--- src/fccr_pkg.sv ---
package fccr_pkg;

    // ==========================================================
    // Register map
    localparam logic [3:0] CCS_OFS       = 4'h0;
    localparam logic [3:0] KEY_OFS       = 4'h4;
    localparam logic [3:0] CTRL_OFS      = 4'h8;
    localparam logic [3:0] IRQ_STAT_OFS  = 4'hC;
    localparam logic [3:0] IRQ_MASK_OFS  = 4'h0;
    localparam logic [1:0] PAGE_MAIN     = 2'h0;
    localparam logic [1:0] PAGE_IRQ      = 2'h1;

    // ==========================================================
    // Field positions and values
    localparam int         CCS_ONE_BIT   = 7;
    localparam int         CCS_ERR_BIT   = 4;
    localparam int         CCS_REQ_BIT   = 0;
    localparam int         CTRL_EMU_BIT  = 0;
    localparam int         IRQ_ERR_BIT   = 0;
    localparam int         IRQ_DONE_BIT  = 1;
    localparam logic [7:0] CCS_FIXED     = 8'h80;
    localparam logic [7:0] DL_KEY        = 8'hA5;
    localparam logic [7:0] RST_ZERO      = 8'h00;

    // ==========================================================
    // Timing: download copy length, and reset hold the far side keeps
    localparam int         COPY_CYCLES   = 16;
    localparam int         RES_HOLD_US   = 100;
    localparam int         CLK_MHZ       = 50;
    localparam int         RES_HOLD_CYC  = RES_HOLD_US * CLK_MHZ;

    // ==========================================================
    // Types
    typedef enum logic [1:0] {
        FCCR_IDLE,
        FCCR_COPY
    } fccr_state_e;

    typedef struct packed {
        logic irq_taken;
        logic array_read;
        logic sleep_exec;
        logic other_master;
    } fccr_err_s;

endpackage : fccr_pkg

--- src/fccr_top.sv ---
// Our own choices: the register offsets and the Avalon-MM register port.
`timescale 1ns/1ns
// What this block does
// - Registers eight bits, byte accesses only
// - Power-on reset restores all initial values
// - Bit7 reads 1; bits 6,5,3:1 read 0
// - Bit4 read-only error flag; holds protection
// - Error flag cleared only by power-on reset
// - Interrupt during program/erase sets error
// - Flash array read during program/erase sets error
// - Sleep during program/erase sets error
// - Other bus master during program/erase sets error
// - Bit0 download request, write-only, initial 0
// - Request starts copy; clears when done
// - Accept only: no emulation, key A5, from RAM
module fccr_top
(
    input  wire logic               core_clk,
    input  wire logic               rst,
    input  wire logic [3:0]         avs_address,
    input  wire logic               avs_read,
    input  wire logic               avs_write,
    input  wire logic [7:0]         avs_writedata,
    output logic      [7:0]         avs_readdata,
    output logic                    avs_waitrequest,
    input  wire logic               prog_erase_busy,
    input  wire logic               exec_from_ram,
    input  wire fccr_pkg::fccr_err_s err_src,
    output logic                    error_protect,
    output logic                    download_busy,
    output logic                    irq
);
    import fccr_pkg::*;

    // ==========================================================
    // State
    localparam int SYNC_W = 6;

    // Pin synchronisers
    logic [SYNC_W-1:0] pin_raw;
    logic [SYNC_W-1:0] pin_s1_ff;
    logic [SYNC_W-1:0] pin_s2_ff;
    fccr_err_s         src_sync;
    logic              busy_sync;
    logic              ram_sync;

    // Bus handshake
    logic              req;
    logic              take;
    logic              commit_wr;
    logic              ack_ff;
    logic              nxt_ack;
    logic [7:0]        rdata_ff;
    logic [7:0]        nxt_rdata;

    // Software registers
    logic [7:0]        key_ff;
    logic [7:0]        nxt_key;
    logic              emu_ff;
    logic              nxt_emu;
    logic              page_ff;
    logic              nxt_page;
    logic [1:0]        mask_ff;
    logic [1:0]        nxt_mask;
    logic [1:0]        stat_ff;
    logic [1:0]        nxt_stat;

    // Download engine
    fccr_state_e       state_ff;
    fccr_state_e       nxt_state;
    logic [4:0]        cnt_ff;
    logic [4:0]        nxt_cnt;
    logic              wr_ccs;
    logic              dl_ok;
    logic              done_evt;

    // Error flag
    logic              err_ff;
    logic              nxt_err;
    logic              err_evt;

    // Output registers
    logic              busy_ff;
    logic              nxt_busy;
    logic              irq_ff;
    logic              nxt_irq;

    // ==========================================================
    // Pin synchronisers, two flops per bit
    // Busy, RAM execution and error sources come from other logic
    // that does not share this clock
    assign pin_raw = {prog_erase_busy, exec_from_ram, err_src};

    for (genvar i = 0; i < SYNC_W; i++) begin : g_sync
        always_ff @(posedge core_clk) begin
            if (rst) begin
                pin_s1_ff[i] <= 1'b0;
                pin_s2_ff[i] <= 1'b0;
            end else begin
                pin_s1_ff[i] <= pin_raw[i];
                pin_s2_ff[i] <= pin_s1_ff[i];
            end
        end
    end

    // Only the second stage is read
    assign busy_sync = pin_s2_ff[5];
    assign ram_sync  = pin_s2_ff[4];
    assign src_sync  = pin_s2_ff[3:0];

    // ==========================================================
    // Bus handshake: one wait state, commit while waitrequest is low
    // A write lands only at the edge that sees waitrequest low
    assign req       = avs_read || avs_write;
    assign take      = req && !ack_ff;
    assign commit_wr = avs_write && ack_ff;

    // Read data captured when the request is taken
    always_comb begin
        nxt_ack   = take;
        nxt_rdata = rdata_ff;
        if (take) begin
            nxt_rdata = RST_ZERO;
            if (avs_read) begin
                if (page_ff) begin
                    unique case (avs_address)
                        IRQ_MASK_OFS: nxt_rdata = {6'h00, mask_ff};
                        IRQ_STAT_OFS: nxt_rdata = {6'h00, stat_ff};
                        CTRL_OFS:     nxt_rdata = {6'h00, page_ff, 1'b0};
                        default:      nxt_rdata = RST_ZERO;
                    endcase
                end else begin
                    unique case (avs_address)
                        // Request bit reads 0, fixed bits constant
                        CCS_OFS:  nxt_rdata = CCS_FIXED | {3'h0, err_ff, 4'h0};
                        KEY_OFS:  nxt_rdata = key_ff;
                        CTRL_OFS: nxt_rdata = {6'h00, page_ff, emu_ff};
                        default:  nxt_rdata = RST_ZERO;
                    endcase
                end
            end
        end
    end

    always_ff @(posedge core_clk) begin
        if (rst) begin
            ack_ff   <= 1'b0;
            rdata_ff <= RST_ZERO;
        end else begin
            ack_ff   <= nxt_ack;
            rdata_ff <= nxt_rdata;
        end
    end

    // ==========================================================
    // Software registers, written at the acknowledge edge
    always_comb begin
        nxt_key  = key_ff;
        nxt_emu  = emu_ff;
        nxt_page = page_ff;
        nxt_mask = mask_ff;
        nxt_stat = stat_ff;
        if (commit_wr) begin
            if (page_ff) begin
                if (avs_address == IRQ_MASK_OFS) begin
                    nxt_mask = avs_writedata[1:0];
                end
                if (avs_address == IRQ_STAT_OFS) begin
                    nxt_stat = stat_ff & ~avs_writedata[1:0];
                end
                if (avs_address == CTRL_OFS) begin
                    nxt_page = avs_writedata[1];
                end
            end else begin
                if (avs_address == KEY_OFS) begin
                    nxt_key = avs_writedata;
                end
                if (avs_address == CTRL_OFS) begin
                    nxt_emu  = avs_writedata[CTRL_EMU_BIT];
                    nxt_page = avs_writedata[1];
                end
            end
        end
        // Set wins over clear
        if (err_evt && !err_ff) begin
            nxt_stat[IRQ_ERR_BIT] = 1'b1;
        end
        if (done_evt) begin
            nxt_stat[IRQ_DONE_BIT] = 1'b1;
        end
    end

    always_ff @(posedge core_clk) begin
        if (rst) begin
            key_ff  <= RST_ZERO;
            emu_ff  <= 1'b0;
            page_ff <= 1'b0;
            mask_ff <= 2'h0;
            stat_ff <= 2'h0;
        end else begin
            key_ff  <= nxt_key;
            emu_ff  <= nxt_emu;
            page_ff <= nxt_page;
            mask_ff <= nxt_mask;
            stat_ff <= nxt_stat;
        end
    end

    // ==========================================================
    // Download engine
    assign wr_ccs = commit_wr && !page_ff && avs_address == CCS_OFS;
    // Refused silently unless every start condition holds
    assign dl_ok  = avs_writedata[CCS_REQ_BIT] && !emu_ff && key_ff == DL_KEY
                    && ram_sync;

    always_comb begin
        nxt_state = state_ff;
        nxt_cnt   = cnt_ff;
        done_evt  = 1'b0;
        unique case (state_ff)
            FCCR_IDLE: begin
                if (wr_ccs && dl_ok) begin
                    nxt_state = FCCR_COPY;
                    nxt_cnt   = 5'(COPY_CYCLES - 1);
                end
            end
            FCCR_COPY: begin
                if (cnt_ff == 5'h0) begin
                    nxt_state = FCCR_IDLE;
                    done_evt  = 1'b1;
                end else begin
                    nxt_cnt = cnt_ff - 5'h1;
                end
            end
            default: begin
                nxt_state = FCCR_IDLE;
            end
        endcase
    end

    always_ff @(posedge core_clk) begin
        if (rst) begin
            state_ff <= FCCR_IDLE;
            cnt_ff   <= 5'h0;
        end else begin
            state_ff <= nxt_state;
            cnt_ff   <= nxt_cnt;
        end
    end

    // ==========================================================
    // Error flag, sticky until power-on reset
    // Any source while programming latches the error
    assign err_evt = busy_sync && (src_sync.irq_taken
                                || src_sync.array_read
                                || src_sync.sleep_exec
                                || src_sync.other_master);

    always_comb begin
        nxt_err = err_ff;
        if (err_evt) begin
            nxt_err = 1'b1;
        end
    end

    always_ff @(posedge core_clk) begin
        if (rst) begin
            err_ff <= 1'b0;
        end else begin
            err_ff <= nxt_err;
        end
    end

    // ==========================================================
    // Output registers, loaded from next values so no cycle is lost
    always_comb begin
        nxt_busy = (nxt_state == FCCR_COPY);
        nxt_irq  = |(nxt_stat & nxt_mask);
    end

    always_ff @(posedge core_clk) begin
        if (rst) begin
            busy_ff <= 1'b0;
            irq_ff  <= 1'b0;
        end else begin
            busy_ff <= nxt_busy;
            irq_ff  <= nxt_irq;
        end
    end

    // ==========================================================
    // Outputs
    assign avs_waitrequest = take;
    assign avs_readdata    = rdata_ff;
    assign error_protect   = err_ff;
    assign download_busy   = busy_ff;
    assign irq             = irq_ff;

endmodule : fccr_top

--- config.mk ---
export PLATFORM = sky130hd
export DESIGN_NAME = fccr_top
export DESIGN_NICKNAME = d
export VERILOG_FILES = /design/src/fccr_pkg.sv /design/src/fccr_top.sv
export SDC_FILE = /design/constraint.sdc
export NUM_CORES = 1
export LEC_CHECK = 0
export BUFFER_PORTS_ARGS = -buffer_cell sky130_fd_sc_hd__buf_4
export CAP_MARGIN = 20
export CORE_MARGIN = 1.5
export CORE_UTILIZATION = 50
export DETAILED_ROUTE_END_ITERATION = 16
export PLACE_DENSITY = 0.71
export SLEW_MARGIN = 20
export SYNTH_ARGS = -nofsm -noshare
export SYNTH_HDL_FRONTEND = slang
export SYNTH_SLANG_ARGS = --single-unit
--- constraint.sdc ---
create_clock -name core_clk -period 4.2 [get_ports core_clk]
set_input_delay 0.84 -clock core_clk [delete_from_list [all_inputs] [get_ports core_clk]]
set_output_delay 0.84 -clock core_clk [all_outputs]
set_load 0.03 [all_outputs]
==> results of run 1 <==
==> kinds of logic (layout without fill, tap and decap cells) <==
| kind of cell | Yosys count | after routing | share of synthesized area, % |
|---|---|---|---|
| buffers and inverters | 19 | 51 | 4.418 |
| AND/OR/NAND/NOR | 79 | 79 | 25.18 |
| other | 1 | 1 | 0.2102 |
| multiplexers | 6 | 6 | 3.366 |
| AO/OA/AOI/OAI | 37 | 37 | 14.45 |
| XOR/XNOR | 1 | 1 | 0.4910 |
| flip-flops | 45 | 45 | 50.49 |
| adder cells (fa/ha/maj) | 2 | 2 | 1.402 |
==> cell type report <==
class                           instances  share of cell area (%)
Sequential cell                        45                   41.81
Tap cell                               46                   2.671
Clock buffer                            5                   1.742
Clock inverter                          3                   3.020
Timing Repair Buffer                   34                   11.85
Inverter                                9                   1.568
Multi-Input combinational cell        126                   37.34
==> cell usage in the layout, fill, tap and decap left out, types with 2 or more instances in the layout <==
master,count
dfxtp_1,45
buf_4,34
nor2_1,21
nor2b_1,16
a21oi_1,14
nand2_1,13
nand3_1,11
inv_1,9
mux2i_1,6
a22oi_1,5
clkbuf_4,5
a32oi_1,3
nand4bb_1,2
nand4_1,2
o21ai_0,2
nor4b_1,2
a21o_1,2
nor3_1,2
a211oi_1,2
ha_1,2
bufinv_16,2
==> synth_stat cells (2+ instances only) <==
cell type,n
clkbuf_1,9
a21o_1,2
a22oi_1,5
nor2b_1,16
mux2i_1,6
dfxtp_1,45
nand4_1,2
nand3_1,11
ha_1,2
nor3_1,2
a21oi_1,14
nand4bb_1,2
nor4b_1,2
nor2_1,21
o21ai_0,2
nand2_1,13
a211oi_1,2
a32oi_1,3
inv_1,9
==> flip-flops by register name, summed over array words and instances (netlist names), 2 cells and up, named ones only <==
name	flops
state_ff	2
avs_readdata	8
key_ff	8
stat_ff	2
cnt_ff	5
pin_s1_ff	6
pin_s2_ff	4
mask_ff	2
==> power by group <==
| part | internal [uW] | switching (uW) | total (uW) | leakage, uW |
|---|---|---|---|---|
| Combinational | 23.9 | 28.2 | 52.1 | 0.000462 |
| Sequential | 435 | 2.98 | 438 | 0.000366 |
| Clock | 184 | 137 | 321 | 0.0000552 |
| Total | 643 | 168 | 811 | 0.000883 |
==> how the worst max path moves through the flow <==
| stage | from | end | slack, ns |
|---|---|---|---|
| after floorplan | avs_read | avs_waitrequest | 1.84 |
| after global placement | avs_address[1] | key_ff[1] | 1.68 |
| after detailed placement | avs_address[1] | key_ff[0] | 1.61 |
| after CTS | avs_read | avs_waitrequest | 1.88 |
| after global routing | avs_address[1] | key_ff[1] | 1.72 |
| final | avs_read | avs_waitrequest | 1.88 |
==> through the flow <==
stage               total power, uW  hold slack, ns  cells  cell area [um^2]
floorplan                     474.5          0.4138    190              1784
global placement              496.8          0.4229    260              2052
detailed placement            498.8          0.4231    260              2052
CTS                           816.0          0.4524    268              2155
global route                  840.5          0.4688    268              2155
finish                        810.5          0.4479    268              2155
==> routing by layer <==
layer  track usage [%]  wire length (um)  up-vias
met5                 0                 0        -
met4             11.67                83        0
met3             4.144               194       10
met2             31.32              1669       53
met1             23.73              1606      675
li1                  -                 -      728
==> worst reg2reg max path, stage by stage (launching register included) <==
cell and delay (ns):
dfxtp_1 0.40, nor4bb_1 0.76, nand3_1 0.47, mux2i_1 0.25
nor2_1 0.05
==> summary.txt, run 1 <==
fraction of registers with async set or reset after synthesis - 0%
drt pass-1 iters - 4
register area - 900.9 um^2
HP Start - pin_s1_ff[0]
Worst-path clk slew - 0.13 ns
CTS tree - built
Pleak - 0.0008834 uW
post-synth top area share - 50.49%
clk root buf - clkbuf_4
Final Hold Viols - 0
Die Width - 62.74 um
total CTS buffers - 5
synth unique cells - 41
Fillers - 285
critical path endpoint category - output port
CP Class - in -> out
Crit Path Max Fanout - 10
WP buf/inv - 4
Hold Path Depth - 1
synth top area cells - dfxtp_1 (50%), nor2b_1 (5.6%), nor2_1 (4.4%)
CP Launch Type - primary input
worst vdd ir - 202.5 uV
WL/cell - 13.26 um
Buffers on Ports - 33
CP top delay family - buffers and inverters
register area share after synthesis - 50.49%
number of max-cap violations - 0
Ys Warns - 0
achievable frequency - 430.6 MHz
placement row count - 21
Ports - 34
drt drc - 0
fin util - 63.57%
reg2reg start - ack_ff
vias per inst - 5.470
Synth Cell Area - 0.001784 mm^2
ANT nets after route - 0
Starting DRT DRC Count - 94
Final Skew - 0.01607 ns
setup slack after layout - 1.878 ns
Setup violations, final - 0
GRT Residual Overflow - 0
unrepaired setup endpoints after global routing - no
GR Util All Layers - 19.38%
H-tree levels - 2
fin crit period - 2.322 ns
vias in the first global route - 1368
Setup TNS - 0 ns
layout cells sized above 1 - 21.17%
area of the multi-input gates - 804.5 um^2
Core ar. - 0.003390 mm^2
total die area - 0.003936 mm^2
area grow syn2layout - 20.76%
Post-synth EDFFs - 0
clock sinks - 45
post-CTS sizing - 0
largest area contributor in the netlist - dfxtp_1
Vias - 1466
Reg-to-Reg End - key_ff[1]
Worst path max stage delay - 0.19 ns
R2R Setup Slk - 2.15 ns
Post-CTS Setup Inserts - 0
worst hold endpoint - pin_s2_ff[0]
Pwr Density - 376.2 mW/mm^2
syn avg cell area - 9.391 um^2
antenna fix cells - 0
Critical Path AT - 1.48 ns
clock latency on the worst-skew pair - 0.36 ns
CP cell instances - buf_4 -> o21bai_1 -> buf_4 -> inv_1 -> buf_4
first-pass GRT wire length - 5940 um
Worst path slowest cell - buf_4
CP Depth - 5
Cells after Synth - 190
WP data required - 3.36 ns
DP Wirelength - 2533 um
status - finished, final reports clean
largest net degree at the start of global routing - 46
DP Worst Slack - 1.606 ns
Top FF cell, synth - dfxtp_1
post-synthesis register bit count - 45
Die Height - 62.74 um
HP Class - reg -> reg
initial antenna violation count - 0
worst rel slew slack - 37.11%
Most common cell on crit path - buf_4
Max clock buf depth - 2
Initial Utilization - 52.64%
fin nets - 245
worst-margin pin slew - 0.9306 ns
fin crit share - 55.29%
GPL Wtd Cong - 0.8789
Reg2Reg Depth - 4
Slew Viols, Final - 0
CTS Hold Bufs - 0
synthesized netlist net count - 214
Total Wirelength - 3554 um
(Power assumes the default switching activity.)
==> run 2: changes to the inputs <==
--- a/config.mk
+++ b/config.mk
@@ -8,7 +8,7 @@
 export BUFFER_PORTS_ARGS = -buffer_cell sky130_fd_sc_hd__buf_4
 export CAP_MARGIN = 20
 export CORE_MARGIN = 1.5
-export CORE_UTILIZATION = 50
+export CORE_UTILIZATION = 48
 export DETAILED_ROUTE_END_ITERATION = 16
 export PLACE_DENSITY = 0.71
 export SLEW_MARGIN = 20
==> constraint.sdc (replaced) <==
create_clock -name core_clk -period 2.1 [get_ports core_clk]
set_input_delay 0.42 -clock core_clk [delete_from_list [all_inputs] [get_ports core_clk]]
set_output_delay 0.42 -clock core_clk [all_outputs]
set_load 0.03 [all_outputs]
==> summary.txt, run 2 (same netlist as run 1, synthesis figures left out) <==
status - finished, final reports clean
total CTS buffers - 5
ANT nets after route - 0
dpl cell area - 0.002074 mm^2
HP Class - in -> reg
setup slack after layout - 0.2721 ns
Crit Path Max Fanout - 4
CTS tree - built
WL/cell - 13.79 um
Slew Viols, Final - 0
clock sinks - 45
number of max-cap violations - 0
fin crit share - 87.04%
reg2reg start - key_ff[6]
Setup TNS - 0 ns
Critical Path AT - 2.04 ns
fin nets - 248
layout cells sized above 1 - 21.78%
achievable frequency - 547.1 MHz
worst vdd ir - 410.1 uV
initial antenna violation count - 0
Initial Utilization - 51.84%
fin crit period - 1.828 ns
HP Start - err_src[1]
worst hold endpoint - pin_s1_ff[1]
Starting DRT DRC Count - 150
CP Launch Type - flop
Die Width - 63.97 um
Hold Path Depth - 2
Fillers - 289
Setup violations, final - 0
total die area - 0.004092 mm^2
Reg-to-Reg End - cnt_ff[3]
critical path endpoint category - flop
Core ar. - 0.003442 mm^2
clk root buf - clkbuf_8
fin area - 0.002162 mm^2
Worst path slowest cell - or4b_1
Total Wirelength - 3737 um
Vias - 1484
Final Non-Filler Cells - 271
Max clock buf depth - 2
WP data required - 2.31 ns
R2R Setup Slk - 0.27 ns
GPL Wtd Cong - 0.8383
most frequent cells in the layout - dfxtp_1 (45), buf_4 (37), nor2_1 (21)
final hold slack - 0.3319 ns
clock latency on the worst-skew pair - 0.29 ns
vias per inst - 5.476
antenna fix cells - 0
largest net degree at the start of global routing - 46
Die Height - 63.97 um
Reg2Reg Depth - 4
Post-CTS Setup Inserts - 0
DP Wirelength - 2647 um
vias in the first global route - 1344
placement row count - 21
Pleak - 0.0008812 uW
Buffers on Ports - 33
Worst-path clk slew - 0.08 ns
Final Skew - 0.001851 ns
first-pass GRT wire length - 6341 um
Ports - 34
commonest non-fill, non-tap cell in the layout - dfxtp_1
Worst path max stage delay - 0.60 ns
area grow syn2layout - 21.18%
drt drc - 0
CP Class - reg -> reg
CTS Hold Bufs - 0
unrepaired setup endpoints after global routing - no
drt pass-1 iters - 4
CP cell instances - or4b_1 -> nor4_4 -> a21oi_2 -> a221oi_2
GR Util All Layers - 19.90%
post-CTS sizing - 0
H-tree levels - 2
Pwr Density - 695.2 mW/mm^2
Placed Cells - 263
DP Worst Slack - 0.2243 ns
GRT Residual Overflow - 0
Final Hold Viols - 0
==> run 2: where the power goes <==
group          switching [uW]  internal, uW  total (uW)
clock                     286           234         521
combinational            57.6          50.3         108
sequential               6.33           868         874
total                     350          1150        1500
==> run 2: worst max-delay path by stage <==
stage | cells past startpoint | start | slack [ns] | to
global placement | 5 | avs_address[2] | 0.30 | cnt_ff[3]
detailed placement | 5 | avs_address[2] | 0.22 | cnt_ff[3]
CTS | 4 | key_ff[4] | 0.26 | cnt_ff[3]
finish | 4 | key_ff[6] | 0.27 | cnt_ff[3]
floorplan | 5 | avs_address[2] | 0.35 | cnt_ff[3]
global route | 4 | key_ff[6] | 0.18 | cnt_ff[3]
==> run 2: metal layers <==
metal	GRT usage (%)	vias to the layer above	wire length, um
met4	6.250	0	35
met2	32.29	55	1817
met5	0	-	0
met3	5.282	7	216
met1	25.75	693	1667
li1	-	729	-
==> run 2: area by class of cell <==
class	count	area (um^2)	area share (%)
sequential	45	900.9	41.67
multi-input combinational	126	804.5	37.21
timing repair buffer	37	277.8	12.85
clock buffer	6	72.57	3.356
tap	46	57.56	2.662
inverter	9	33.78	1.563
clock inverter	2	15.01	0.6944
==> run 2: through the flow <==
| stage | total power, uW | utilization [%] |
|---|---|---|
| final | 1503 | 62.81 |
| after global routing | 1567 | 62.81 |
| after floorplan | 949.0 | - |
| after detailed placement | 1000 | 60.27 |
| after CTS | 1513 | 62.81 |
| after global placement | 997.3 | 60.27 |
==> run 2: critical path: cells and delay by family, from the launching register on <==
kind / cells / cell delay [ns]
compound gates: 2 / 0.43
flops: 1 / 0.34
simple gates: 2 / 0.97
==> run 3: changes to the inputs <==
--- a/config.mk
+++ b/config.mk
@@ -7,10 +7,11 @@
 export LEC_CHECK = 0
 export BUFFER_PORTS_ARGS = -buffer_cell sky130_fd_sc_hd__buf_4
 export CAP_MARGIN = 20
+export CORE_ASPECT_RATIO = 0.6
 export CORE_MARGIN = 1.5
-export CORE_UTILIZATION = 48
+export CORE_UTILIZATION = 44
 export DETAILED_ROUTE_END_ITERATION = 16
-export PLACE_DENSITY = 0.71
+export PLACE_DENSITY = 0.66
 export SLEW_MARGIN = 20
 export SYNTH_ARGS = -nofsm -noshare
 export SYNTH_HDL_FRONTEND = slang
==> summary.txt, run 3 (same netlist as run 1, synthesis figures left out) <==
placement row count - 17
Max clock buf depth - 2
CP Class - reg -> reg
Buffers on Ports - 33
CTS Hold Bufs - 0
HP Class - in -> reg
Reg2Reg Depth - 4
area grow syn2layout - 22.79%
total die area - 0.004459 mm^2
first-pass GRT wire length - 6568 um
Final Skew - 0.003849 ns
commonest non-fill, non-tap cell in the layout - dfxtp_1
Ports - 34
fin crit period - 1.783 ns
layout cells sized above 1 - 22.22%
R2R Setup Slk - 0.32 ns
largest net degree at the start of global routing - 46
GPL Wtd Cong - 0.8469
critical path endpoint category - flop
clock latency on the worst-skew pair - 0.29 ns
Core ar. - 0.003765 mm^2
initial antenna violation count - 0
Setup TNS - 0 ns
DP Wirelength - 2949 um
Worst-path clk slew - 0.08 ns
Die Width - 85.21 um
final hold slack - 0.3324 ns
total CTS buffers - 5
antenna fix cells - 0
Reg-to-Reg End - cnt_ff[3]
most frequent cells in the layout - dfxtp_1 (45), buf_4 (38), nor2_1 (21)
Initial Utilization - 47.39%
unrepaired setup endpoints after global routing - no
Starting DRT DRC Count - 114
GR Util All Layers - 19.42%
achievable frequency - 560.8 MHz
Total Wirelength - 4061 um
drt pass-1 iters - 10
fin area - 0.002191 mm^2
Placed Cells - 265
WL/cell - 14.93 um
WP data required - 2.31 ns
clk root buf - clkbuf_8
vias in the first global route - 1413
Hold Path Depth - 2
Slew Viols, Final - 0
Vias - 1497
worst hold endpoint - pin_s1_ff[1]
HP Start - err_src[1]
fin nets - 249
Crit Path Max Fanout - 4
drt drc - 3
reg2reg start - key_ff[4]
Setup violations, final - 0
fin util - 58.19%
Critical Path AT - 2.00 ns
vias per inst - 5.504
H-tree levels - 2
failing checks - design-rule violations
dpl cell area - 0.002083 mm^2
Final Non-Filler Cells - 272
number of max-cap violations - 0
CTS tree - built
status - finished, violations left
clock sinks - 45
ANT nets after route - 0
Post-CTS Setup Inserts - 0
Final Hold Viols - 0
Fillers - 334
Pwr Density - 743.8 mW/mm^2
Pleak - 0.0009038 uW
fin crit share - 84.92%
GRT Residual Overflow - 0
post-CTS sizing - 0
worst vdd ir - 413.0 uV
Die Height - 52.33 um
CP Launch Type - flop
-- run 3: cell type report --
cell class | count | area [um^2] | share of cell area, %
tap | 47 | 58.81 | 2.684
inverter | 9 | 33.78 | 1.542
clock buffer | 5 | 68.82 | 3.141
timing repair buffer | 38 | 285.3 | 13.02
clock inverter | 2 | 38.79 | 1.770
multi-input combinational | 126 | 804.5 | 36.72
sequential | 45 | 900.9 | 41.12
-- run 3: report_power, final --
| group | switching (uW) | internal (uW) |
|---|---|---|
| clock network | 293 | 352 |
| logic | 59.4 | 50.3 |
| registers | 6.91 | 868 |
| total | 359 | 1270 |
-- run 3: how the worst max path moves through the flow --
stage,end,from
finish,cnt_ff[3],key_ff[4]
global route,cnt_ff[3],key_ff[4]
CTS,cnt_ff[3],key_ff[4]
detailed placement,cnt_ff[3],avs_address[2]
global placement,cnt_ff[3],avs_address[2]
floorplan,cnt_ff[3],avs_address[2]
-- run 3: per-stage QoR --
stage / setup WS, ns / total power (uW)
2_1_floorplan: 0.3533 / 949.0
3_3_place_gp: 0.2935 / 999.2
3_5_place_dp: 0.2427 / 1004
4_1_cts: 0.3073 / 1644
5_1_grt: 0.2477 / 1684
6_report: 0.3167 / 1630
-- run 3: metal layers --
layer  vias to the layer above  global-route usage [%]  wire length [um]
met2                        53                   31.61              1832
met5                         -                       0                 0
met4                         0                   6.557                16
met1                       706                   25.52              1956
li1                        735                       -                 -
met3                         3                   4.882               256
-- run 3: critical path: stages (launching register included) --
cell	delay [ns]
dfxtp_1	0.33
or4b_1	0.58
nor4_4	0.36
a21oi_2	0.15
a221oi_2	0.28
